$ cat src/core/wmp_playback_consts.vh
`ifndef WMP_PLAYBACK_CONSTS_VH
`define WMP_PLAYBACK_CONSTS_VH

// ----------------------------------------------------------------
// Instruction opcodes
// ----------------------------------------------------------------
`define WMP_OP_PLAY_WAVEFORM     2'h0
`define WMP_OP_WAIT_DIG_TRIGGER  2'h1
`define WMP_OP_SET_TRIG_OUTPUTS  2'h2
`define WMP_OP_WAIT_WAVE_DONE    2'h3

// ----------------------------------------------------------------
// Play argument fields
// ----------------------------------------------------------------
`define WMP_ARG_ADD_BIT          15
`define WMP_ARG_NOMARK_BIT       14
`define WMP_ARG_LEN_MSB          11
`define WMP_ARG_CHAN_MSB         1
`define WMP_ARG_TRIG_MSB         3

// ----------------------------------------------------------------
// Sample word layout
// ----------------------------------------------------------------
`define WMP_WORD_MSB             15
`define WMP_ANALOG_LSB           2
`define WMP_MARKER_MSB           1
`define WMP_BLOCK_SHIFT          4

// ----------------------------------------------------------------
// Reset values and limits
// ----------------------------------------------------------------
`define WMP_MARKER_RST           2'h0
`define WMP_TRIG_OUT_RST         4'h0
`define WMP_DAC_RST              14'h0000
`define WMP_CNT_RST              16'h0000
`define WMP_SAT_POS              14'h1fff
`define WMP_SAT_NEG              14'h2000
`define WMP_NUM_SOURCES          8

`endif

$ cat src/core/wmp_dummy_unused_placeholder_not_needed.v
`timescale 1ns/1ps
`default_nettype none
`default_nettype wire

$ cat src/core/wmp_playback.v
// How it works
// RULE1: Each sample word is 16 bits: 14 analog bits and two marker bits.
// RULE2: Raw words are unsigned; the two lowest bits are the markers.
// RULE3: Raw 0 gives negative full scale, 65535 positive, linear between.
// RULE4: Marker code 0 none, 1 first, 2 second, 3 both markers high.
// RULE5: Markers leave in the same cycle as the analog value of their word.
// RULE6: Waveforms flagged without marker content play with markers held zero.
// RULE7: Add mode sums two analog streams and merges their markers.
// RULE8: Merged marker bits are the OR of the two operand marker bits.
// RULE9: Four trigger channels, each routed to one selectable source.
// RULE10: Sources include front trigger connectors and internal units.
// RULE11: Wait-for-trigger stalls instructions until the selected channel edge.
// RULE12: Host supplies analog values within minus one to plus one.
// RULE13: Play only starts output; later instructions run during playback.
// RULE14: Set-trigger drives four outputs, bit 0 to output 1, bit 3 to 4.
// RULE15: Playback length is counted in blocks of 16 samples.
// RULE16: Queued waveforms follow back to back with no gap cycle.
`timescale 1ns/1ps
`default_nettype none
`include "wmp_playback_consts.vh"

module wmp_playback (
   input  wire        core_clk,
   input  wire        rst_n,
   input  wire        clkEn,
   input  wire        cmdValid,
   output wire        cmdReady,
   input  wire [1:0]  cmdOp,
   input  wire [15:0] cmdArg,
   input  wire [15:0] sampleA,
   input  wire        sampleAValid,
   output wire        sampleAReady,
   input  wire [15:0] sampleB,
   input  wire        sampleBValid,
   output wire        sampleBReady,
   input  wire [7:0]  trigSources,
   input  wire [11:0] trigSelect,
   input  wire [3:0]  trigFalling,
   output reg  [13:0] dacCode_q,
   output reg  [1:0]  markers_q,
   output reg         sampleValid_q,
   output reg  [3:0]  trigOut_q,
   output wire        busy,
   output wire        waitingTrig
);

   // ----------------------------------------------------------------
   // Sequencer states
   // ----------------------------------------------------------------
   localparam [1:0] ST_RUN       = 2'h0;
   localparam [1:0] ST_WAIT_TRIG = 2'h1;
   localparam [1:0] ST_WAIT_WAVE = 2'h2;

   // ----------------------------------------------------------------
   // Functions
   // ----------------------------------------------------------------
   // Offset binary to two's complement: flipping the top bit
   // maps code 0 to the most negative level
   function [13:0] toSigned;
      input [15:0] word;
      begin
         toSigned = {~word[`WMP_WORD_MSB], word[`WMP_WORD_MSB-1:`WMP_ANALOG_LSB]}; // [RULE2] [RULE3]
      end
   endfunction

   // Saturating sum, clipping instead of wrapping past full scale
   function [13:0] addSat;
      input [13:0] a;
      input [13:0] b;
      reg   [14:0] sum;
      begin
         sum = {a[13], a} + {b[13], b};
         if (sum[14] != sum[13]) begin
            addSat = sum[14] ? `WMP_SAT_NEG : `WMP_SAT_POS;
         end else begin
            addSat = sum[13:0];
         end
      end
   endfunction

   // Sample count minus one of a play length given in blocks
   // Whole blocks only, so a join never leaves a partial block
   function [15:0] lenToCount;
      input [11:0] blocks;
      reg   [15:0] samples;
      begin
         samples    = {4'h0, blocks} << `WMP_BLOCK_SHIFT;
         lenToCount = samples - 16'h0001; // [RULE15]
      end
   endfunction

   // ----------------------------------------------------------------
   // State
   // ----------------------------------------------------------------
   reg  [1:0]  state_q;
   reg  [1:0]  waitChan_q;
   reg         active_q;
   reg         curAdd_q;
   reg         curNoMark_q;
   reg  [15:0] cnt_q;
   reg         pendValid_q;
   reg         pendAdd_q;
   reg         pendNoMark_q;
   reg  [11:0] pendLen_q;
   reg  [7:0]  srcMeta_q;
   reg  [7:0]  srcSync_q;
   reg  [3:0]  chanPrev_q;

   reg  [3:0]  chanLevel;
   reg  [3:0]  chanEdge;
   reg  [13:0] mergedAnalog;
   reg  [1:0]  mergedMarkers;
   reg  [1:0]  markA;
   reg  [1:0]  markB;
   integer     ch;

   wire        cmdTake;
   wire        playCmd;
   wire        lenNonZero;
   wire        pop;
   wire        lastPop;
   wire        startNow;
   wire        queueCmd;
   wire        loadPend;

   // ----------------------------------------------------------------
   // Handshakes
   // ----------------------------------------------------------------
   // A second play only stalls when the one-deep queue is taken
   assign cmdReady = clkEn & (state_q == ST_RUN) &
                     ~((cmdOp == `WMP_OP_PLAY_WAVEFORM) & pendValid_q); // [RULE13]
   assign cmdTake    = cmdValid & cmdReady;
   assign playCmd    = cmdTake & (cmdOp == `WMP_OP_PLAY_WAVEFORM);
   assign lenNonZero = |cmdArg[`WMP_ARG_LEN_MSB:0];

   // Ready of one stream does not look at its own valid
   assign sampleAReady = clkEn & active_q & (~curAdd_q | sampleBValid);
   assign sampleBReady = clkEn & active_q & curAdd_q & sampleAValid; // [RULE7]
   assign pop          = sampleAReady & sampleAValid;
   assign lastPop      = pop & (cnt_q == `WMP_CNT_RST);

   // Next waveform starts on the cycle after the last word: no gap
   assign startNow = playCmd & lenNonZero & (~active_q | (lastPop & ~pendValid_q)); // [RULE16]
   assign queueCmd = playCmd & lenNonZero & ~startNow;
   assign loadPend = lastPop & pendValid_q; // [RULE16]

   // Busy covers the queued play as well
   assign busy        = active_q | pendValid_q;
   assign waitingTrig = (state_q == ST_WAIT_TRIG);

   // ----------------------------------------------------------------
   // Trigger channels
   // ----------------------------------------------------------------
   always @* begin
      chanLevel = 4'h0;
      chanEdge  = 4'h0;
      for (ch = 0; ch < 4; ch = ch + 1) begin
         // Compared with the level of the previous enabled cycle
         chanLevel[ch] = srcSync_q[trigSelect[ch*3 +: 3]]; // [RULE9] [RULE10]
         if (trigFalling[ch]) begin
            chanEdge[ch] = chanPrev_q[ch] & ~chanLevel[ch];
         end else begin
            chanEdge[ch] = ~chanPrev_q[ch] & chanLevel[ch];
         end
      end
   end

   // ----------------------------------------------------------------
   // Sample merge
   // ----------------------------------------------------------------
   always @* begin
      markA = sampleA[`WMP_MARKER_MSB:0]; // [RULE1] [RULE2]
      markB = curAdd_q ? sampleB[`WMP_MARKER_MSB:0] : `WMP_MARKER_RST;
      if (curAdd_q) begin
         mergedAnalog = addSat(toSigned(sampleA), toSigned(sampleB)); // [RULE7]
      end else begin
         mergedAnalog = toSigned(sampleA);
      end
      // Bit 0 drives marker one and bit 1 marker two
      mergedMarkers = markA | markB; // [RULE4] [RULE8]
      // Strip wins over the merge, add mode included
      if (curNoMark_q) begin
         mergedMarkers = `WMP_MARKER_RST; // [RULE6]
      end
   end

   // ----------------------------------------------------------------
   // Synchroniser and output stage
   // ----------------------------------------------------------------
   always @(posedge core_clk or negedge rst_n) begin
      if (!rst_n) begin
         srcMeta_q     <= 8'h00;
         srcSync_q     <= 8'h00;
         chanPrev_q    <= 4'h0;
         dacCode_q     <= `WMP_DAC_RST;
         markers_q     <= `WMP_MARKER_RST;
         sampleValid_q <= 1'b0;
      end else if (clkEn) begin
         // Two stages before any trigger logic reads a source
         srcMeta_q     <= trigSources;
         srcSync_q     <= srcMeta_q;
         chanPrev_q    <= chanLevel;
         sampleValid_q <= pop;
         if (pop) begin
            // Both fields load together so they stay sample aligned
            dacCode_q <= mergedAnalog;  // [RULE5]
            markers_q <= mergedMarkers; // [RULE5]
         end
      end
   end

   // ----------------------------------------------------------------
   // Playback control
   // ----------------------------------------------------------------
   always @(posedge core_clk or negedge rst_n) begin
      if (!rst_n) begin
         active_q     <= 1'b0;
         curAdd_q     <= 1'b0;
         curNoMark_q  <= 1'b0;
         cnt_q        <= `WMP_CNT_RST;
         pendValid_q  <= 1'b0;
         pendAdd_q    <= 1'b0;
         pendNoMark_q <= 1'b0;
         pendLen_q    <= 12'h000;
      end else if (clkEn) begin
         if (startNow) begin
            active_q    <= 1'b1; // [RULE13]
            curAdd_q    <= cmdArg[`WMP_ARG_ADD_BIT];
            curNoMark_q <= cmdArg[`WMP_ARG_NOMARK_BIT];
            cnt_q       <= lenToCount(cmdArg[`WMP_ARG_LEN_MSB:0]); // [RULE15]
         end else if (loadPend) begin
            curAdd_q    <= pendAdd_q;
            curNoMark_q <= pendNoMark_q;
            cnt_q       <= lenToCount(pendLen_q); // [RULE16]
            pendValid_q <= 1'b0;
         end else if (lastPop) begin
            // Nothing queued: the stream goes idle after this word
            active_q <= 1'b0;
         end else if (pop) begin
            cnt_q <= cnt_q - 16'h0001;
         end
         if (queueCmd) begin
            pendValid_q  <= 1'b1; // [RULE13]
            pendAdd_q    <= cmdArg[`WMP_ARG_ADD_BIT];
            pendNoMark_q <= cmdArg[`WMP_ARG_NOMARK_BIT];
            pendLen_q    <= cmdArg[`WMP_ARG_LEN_MSB:0];
         end
      end
   end

   // ----------------------------------------------------------------
   // Instruction sequencer
   // ----------------------------------------------------------------
   always @(posedge core_clk or negedge rst_n) begin
      if (!rst_n) begin
         state_q    <= ST_RUN;
         waitChan_q <= 2'h0;
         trigOut_q  <= `WMP_TRIG_OUT_RST;
      end else if (clkEn) begin
         case (state_q)
            ST_RUN: begin
               if (cmdTake) begin
                  case (cmdOp)
                     `WMP_OP_WAIT_DIG_TRIGGER: begin
                        state_q    <= ST_WAIT_TRIG; // [RULE11]
                        waitChan_q <= cmdArg[`WMP_ARG_CHAN_MSB:0];
                     end
                     `WMP_OP_SET_TRIG_OUTPUTS: begin
                        trigOut_q <= cmdArg[`WMP_ARG_TRIG_MSB:0]; // [RULE14]
                     end
                     `WMP_OP_WAIT_WAVE_DONE: begin
                        state_q <= ST_WAIT_WAVE;
                     end
                     default: begin
                        // Play is handled by the playback control block
                        state_q <= ST_RUN;
                     end
                  endcase
               end
            end
            ST_WAIT_TRIG: begin
               // Edge seen only after entry; earlier edges are not stored
               if (chanEdge[waitChan_q]) begin
                  state_q <= ST_RUN; // [RULE11]
               end
            end
            ST_WAIT_WAVE: begin
               // Releases once nothing plays and nothing is queued
               if (!active_q && !pendValid_q) begin
                  state_q <= ST_RUN;
               end
            end
            default: begin
               state_q <= ST_RUN;
            end
         endcase
      end
   end

endmodule

`default_nettype wire

$ cat config.mk
export PLATFORM = sky130hd
export DESIGN_NAME = wmp_playback
export DESIGN_NICKNAME = d
export VERILOG_FILES = /design/src/core/wmp_dummy_unused_placeholder_not_needed.v /design/src/core/wmp_playback.v
export VERILOG_INCLUDE_DIRS = /design/src /design/src/core
export SDC_FILE = /design/constraint.sdc
export NUM_CORES = 1
export LEC_CHECK = 0
export BUFFER_PORTS_ARGS = -buffer_cell sky130_fd_sc_hd__clkbuf_2
export CAP_MARGIN = 20
export CORE_MARGIN = 2
export CORE_UTILIZATION = 60
export CTS_BUF_LIST = sky130_fd_sc_hd__clkbuf_16
export CTS_CLUSTER_DIAMETER = 50
export DETAILED_ROUTE_END_ITERATION = 12
export PLACE_DENSITY = 0.83
export SLEW_MARGIN = 40
export SYNTH_ARGS = -nofsm -noshare
export SYNTH_HDL_FRONTEND = slang
export SYNTH_SLANG_ARGS = --single-unit
$ cat constraint.sdc
create_clock -name core_clk -period 7.2 [get_ports core_clk]
set_input_delay 0.72 -clock core_clk [delete_from_list [all_inputs] [get_ports core_clk]]
set_output_delay 0.72 -clock core_clk [all_outputs]
set_load 0.01 [all_outputs]
==> flow_summary.json, run 1 <==
{
  "status": "completed",
  "synth.area.top_cells": "dfrtp_1, mux2_2, ha_1",
  "setup_violations": 0,
  "fmax_mhz": 305,
  "synth_seq_area_share_pct": 37.5,
  "die_height_um": 97.7,
  "ant_nets": 0,
  "cp-end-kind": "flop",
  "place.gp.congestion": 0.881,
  "critical_path.startpoint": "clkEn",
  "cts.sink_count": 79,
  "peakVddDrop_v": 0.000207,
  "vias_per_cell": 6.36,
  "synth.yosys.warnings": 0,
  "endpoint": "dacCode_q[2]",
  "finClkSkew_ns": 0.00821,
  "numCtsBuffers": 9,
  "finalSetupTns_ns": 0,
  "die_x_um": 97.7,
  "synth-edff-count": 0,
  "syn_avg_cell_area_um2": 9.59,
  "finalInstanceArea_mm2": 0.00617,
  "cts_tree": "done",
  "worst_path_largest_cell_delay_ns": 0.60,
  "dp_hpwl_um": 9810,
  "grt-ovfl-total": 0,
  "antenna_found_initial": 0,
  "grt_pass1_wl_um": 21900,
  "powerDensity_mw_per_mm2": 314,
  "critPathArrivalTime_ns": 3.50,
  "wl_per_cell_um": 17.6,
  "htree_levels": 3,
  "timing.hold.ws_ns": 0.422,
  "dpl.cell_count": 745,
  "slew_viol_final": 0,
  "rsz0062_at_grt": "no",
  "relSlewSlack_pct": 49.9,
  "hp-class": "input pin to asynchronous set/reset pin",
  "final_net_count": 747,
  "final_cell_mix": "clkbuf_2, dfrtp_1, nor2_1, nand2_1, a21oi_1",
  "clk_pin_slew_worst_paths_ns": 0.06,
  "synthArstFlopShare_pct": 100,
  "yosysTopAreaCellShare_pct": 37.5,
  "wl_um": 13400,
  "rows": 34,
  "regToRegSetupSlack_ns": 4.38,
  "syn_nets": 648,
  "syn_to_final_growth_pct": 17.1,
  "post-place-ws_ns": 3.63,
  "grt_use_total_pct": 28.1,
  "port_buffers": 103,
  "r2r_cells": 6,
  "tightestPinTransition_ns": 0.749,
  "crit_required_ns": 7.42,
  "crit_fanout": 31,
  "io_pins": 106,
  "synth_flop_cell": "dfrtp_1",
  "clock_latency_ns": 0.33,
  "clock_path_buffers": 2,
  "postCtsSetupRepairBufs": 0,
  "final_common_cell": "clkbuf_2",
  "cts_hold_buf": 0,
  "firstDrtPassIters": 5,
  "p_leak_nw": 2.84,
  "critPathSlowestCell": "nor2_1",
  "worst_slack_ns": 3.92,
  "hold_viol": 0,
  "path_class": "input pin to flop",
  "fillers": 658,
  "syn_area_mm2": 0.00527,
  "critPathLaunchType": "input pin",
  "path_cells": "clkbuf_2, nand3_1, or2_1, buf_4, nor2_1, nand4_1, o311ai_1",
  "final_cells": 760,
  "synth_area_leader_cell": "dfrtp_1",
  "root_buffer": "clkbuf_16",
  "p_total_mw": 1.94,
  "synth_cell_type_count": 72,
  "postCtsResizedCells": 0,
  "n_antenna_cell": 0,
  "routed-via-count": 4833,
  "initial_core_util_pct": 61.0,
  "drc": 0,
  "timing.rr.start": "active_q",
  "rr_endpoint": "dacCode_q[2]",
  "drive_gt1_share_pct": 25.9,
  "drt_iter0_markers": 444,
  "core-area_mm2": 0.00864,
  "utilization_pct": 71.4,
  "dieArea_mm2": 0.00954,
  "grt_pass1_vias": 4663,
  "ys_ff_latch": 79,
  "fin_crit_sh_pct": 45.6,
  "maxCapViolCount": 0,
  "placed_area_mm2": 0.00588,
  "timing.final.crit_period_ns": 3.28,
  "synthCells": 549,
  "grt_max_degree": 80
}
-- metal layers --
metal | global-route usage, % | vias up | share of wire (%)
li1 | - | 2253 | -
met1 | 36.8 | 2345 | 41
met2 | 47.6 | 209 | 50
met3 | 5.83 | 26 | 6.7
met4 | 7.91 | 0 | 1.7
met5 | 0 | - | 0
-- flip-flops by register name, summed over array words and instances, names as in the netlist --
register and cells:
active_q 1, chanPrev_q 4, cnt_q 16, curAdd_q 1
curNoMark_q 1, dacCode_q 14, markers_q 2, pendAdd_q 1
pendLen_q 12, pendNoMark_q 1, pendValid_q 1, sampleValid_q 1
srcMeta_q 8, srcSync_q 8, state_q 2, trigOut_q 4
waitChan_q 2
-- final cells by class --
class	instances	area [µm²]	share of cell area, %
well taps	108	135	2.19
inverters	20	75.1	1.22
multi-input cells	431	3140	50.9
clock inverters	6	62.6	1.01
flip-flops and latches	79	1980	32.1
repair buffers	107	552	8.95
clock buffers	9	225	3.65
-- worst min path at each step --
stage	cells past startpoint	end	slack, ns
after global routing	1	srcSync_q[4]	0.48
after detailed placement	2	markers_q[0]	0.47
after floorplan	0	active_q	0.42
final	1	pendLen_q[4]	0.42
after CTS	1	pendLen_q[7]	0.45
after global placement	1	cnt_q[15]	0.46
-- report_power, final --
part / internal, mW / leakage (nW) / switching, mW
combinational: 0.329 / 1.74 / 0.397
clock: 0.265 / 0.133 / 0.178
sequential: 0.603 / 0.969 / 0.164
-- Yosys cell counts (3+ instances only) --
library cell  instances
a2111o_1              3
a211oi_1              4
a21o_1                5
a21oi_1              38
a31oi_1               8
and2_1                3
and3_1               19
buf_1                 3
buf_2                 5
clkbuf_1             11
dfrtp_1              79
ha_1                 18
inv_1                20
mux2_1               12
mux2_2               22
mux2i_1              12
mux4_2                8
nand2_1              41
nand3_1              19
nand4_1               8
nor2_1               43
nor2b_1               5
nor3_1               15
nor3b_1               3
nor4_1                5
o211ai_1              5
o21ai_0              13
o21ai_1              16
o22ai_1               3
o311ai_1              7
o31ai_1               4
or2_2                 4
or3_1                 5
xnor2_1              21
xor2_1               12
-- critical path: cells and delay by family --
family                 cells  cell delay (ns)
and+or+nand+nor            4             1.75
buffers and inverters      2             0.75
AOI/OAI and AO/OA          1             0.25
-- cells by family (layout without fill, tap and decap cells) --
logic type,count (synthesis),in the layout,synth area share [%]
DFF,79,79,37.5
adders and majority gates,19,19,4.66
buffers and inverters,39,142,2.90
xor gates and xnor gates,33,33,5.49
muxes,54,54,13.0
and+or+nand+nor,184,184,18.0
AOI/OAI and AO/OA,141,141,18.5
No activity file was read; power rests on OpenSTA's default activity.
==> run 2, diff against run 1 <==
CORE_UTILIZATION = 51   (was 60)
PLACE_DENSITY = 0.75   (was 0.83)
clock period = 2.8 ns   (was 7.2 ns; I/O delays follow)
==> flow_summary.json, run 2 (same netlist as run 1, synthesis figures left out) <==
{
  "largest_register_ffs": 16,
  "slew_viol_final": 0,
  "final_common_cell": "clkbuf_2",
  "timing.rr.start": "cnt_q[7]",
  "setup_violations": 0,
  "rows": 37,
  "p_leak_nw": 2.97,
  "wl_per_cell_um": 16.7,
  "timing.final.crit_period_ns": 2.64,
  "final_cell_mix": "clkbuf_2, dfrtp_1, nor2_1, nand2_1, a21oi_1",
  "dieArea_mm2": 0.0112,
  "fmax_mhz": 379,
  "regToRegSetupSlack_ns": 0.16,
  "status": "finished, violations left",
  "r2r_cells": 6,
  "pwr-share-comb_pct": 37.9,
  "fin_crit_sh_pct": 94.2,
  "dp_hpwl_um": 10100,
  "routed-via-count": 4812,
  "grt_max_degree": 80,
  "cts_hold_buf": 0,
  "p_clk_share_pct": 25.2,
  "violations": "hold timing",
  "cts.sink_count": 79,
  "clock_path_buffers": 2,
  "grt_use_total_pct": 24.9,
  "maxCapViolCount": 0,
  "grt_pass1_wl_um": 22500,
  "root_buffer": "clkbuf_16",
  "syn_to_final_growth_pct": 21.5,
  "powerDensity_mw_per_mm2": 813,
  "fillers": 864,
  "initial_core_util_pct": 51.7,
  "ant_nets": 0,
  "numCtsBuffers": 9,
  "clock_latency_ns": 0.33,
  "place.gp.congestion": 0.876,
  "die_x_um": 106,
  "firstDrtPassIters": 5,
  "crit_fanout": 6,
  "die_height_um": 106,
  "tightestPinTransition_ns": 0.726,
  "core-area_mm2": 0.0102,
  "worst_slack_ns": 0.164,
  "hold_viol": 28,
  "rsz0062_at_grt": "no",
  "wl_um": 13500,
  "p_total_mw": 5.21,
  "power_switching_mw": 1.89,
  "post-place-ws_ns": -0.0230,
  "regArea_mm2": 0.00198,
  "port_buffers": 103,
  "grt-ovfl-total": 0,
  "drt_iter0_markers": 256,
  "hp-class": "input pin to asynchronous set/reset pin",
  "clk_pin_slew_worst_paths_ns": 0.06,
  "grt_pass1_vias": 4733,
  "top_register": "cnt_q",
  "multiInputGateArea_mm2": 0.00314,
  "final_net_count": 766,
  "drive_gt1_share_pct": 27.6,
  "n_antenna_cell": 0,
  "seq_power_share_pct": 37.0,
  "antenna_found_initial": 0,
  "vias_per_cell": 5.96,
  "cts_tree": "done",
  "intPower_mw": 3.32,
  "power_switching_share_pct": 36.3,
  "top_regs": "cnt_q x16, dacCode_q x14, pendLen_q x12",
  "crit_required_ns": 3.03,
  "peakVddDrop_v": 0.000488,
  "htree_levels": 3,
  "drc": 0,
  "path_class": "flop to flop",
  "rr_endpoint": "cnt_q[5]",
  "postCtsSetupRepairBufs": 0,
  "timing.hold.ws_ns": -0.0293,
  "critPathLaunchType": "flop",
  "relSlewSlack_pct": 51.6,
  "cp-end-kind": "flop",
  "postCtsResizedCells": 0,
  "io_pins": 106,
  "finClkSkew_ns": 0.00854,
  "critPathArrivalTime_ns": 2.86,
  "finalSetupTns_ns": 0
}
run 2: cell types whose count changed in the layout (fill, tap and decap cells not counted), moves of 2 or more:
cell / previous run / this run
buf_4: 4 / 22
bufinv_16: 1 / 3
clkinvlp_4: 3 / 0
inv_1: 20 / 22
run 2: through the flow:
stage / instance area [µm²] / util (%) / instances / hold WS, ns
6_report: 6400 / 62.8 / 807 / -0.0293
3_5_place_dp: 6070 / 59.6 / 792 / 0.370
4_1_cts: 6390 / 62.8 / 807 / 0.0164
5_1_grt: 6400 / 62.8 / 807 / 0.0436
2_1_floorplan: 5270 / - / 549 / -0.0156
3_3_place_gp: 6060 / 59.5 / 792 / 0.460
run 2: worst max-delay path by stage:
stage	startpoint	to	slack [ns]	cells past startpoint
after floorplan	sampleA[6]	dacCode_q[0]	0.37	7
after global placement	sampleA[2]	dacCode_q[3]	0.13	9
after detailed placement	sampleA[2]	dacCode_q[4]	-0.02	9
after CTS	cnt_q[7]	cnt_q[15]	0.19	6
after global routing	cnt_q[7]	cnt_q[15]	0.008	7
final	cnt_q[7]	cnt_q[5]	0.16	6
run 2: per-layer routing:
| layer | GRT usage (%) | routed length, µm | vias up | share of wire, % |
|---|---|---|---|---|
| met3 | 4.14 | 546 | 26 | 4.0 |
| met5 | 0 | 0 | - | 0 |
| met4 | 7.80 | 224 | 0 | 1.7 |
| met1 | 33.4 | 6060 | 2337 | 45 |
| li1 | - | - | 2303 | - |
| met2 | 41.5 | 6660 | 146 | 49 |
run 2: power groups by stage:
stage               combinational, mW  sequential [mW]  clock (mW)
global placement                 1.89             1.91           0
detailed placement               1.95             1.93           0
finish                           1.97             1.92        1.31
floorplan                        1.27             1.91           0
global route                     2.19             1.98        1.38
CTS                              1.97             1.91        1.32
run 2: area by class of cell:
class	instances	share of cell area, %
multi-input combinational	431	49.1
sequential	79	30.9
timing repair buffer	126	11.0
clock buffer	9	3.52
tap	136	2.66
clock inverter	6	1.60
inverter	20	1.17
run 2: worst max-delay path, stage by stage (launching register included):
cell	delay [ns]
dfrtp_1	0.45
nor4_4	0.40
nand3_1	0.35
o41a_1	0.54
o21ai_1	0.41
o21ai_1	0.13
a22o_1	0.24
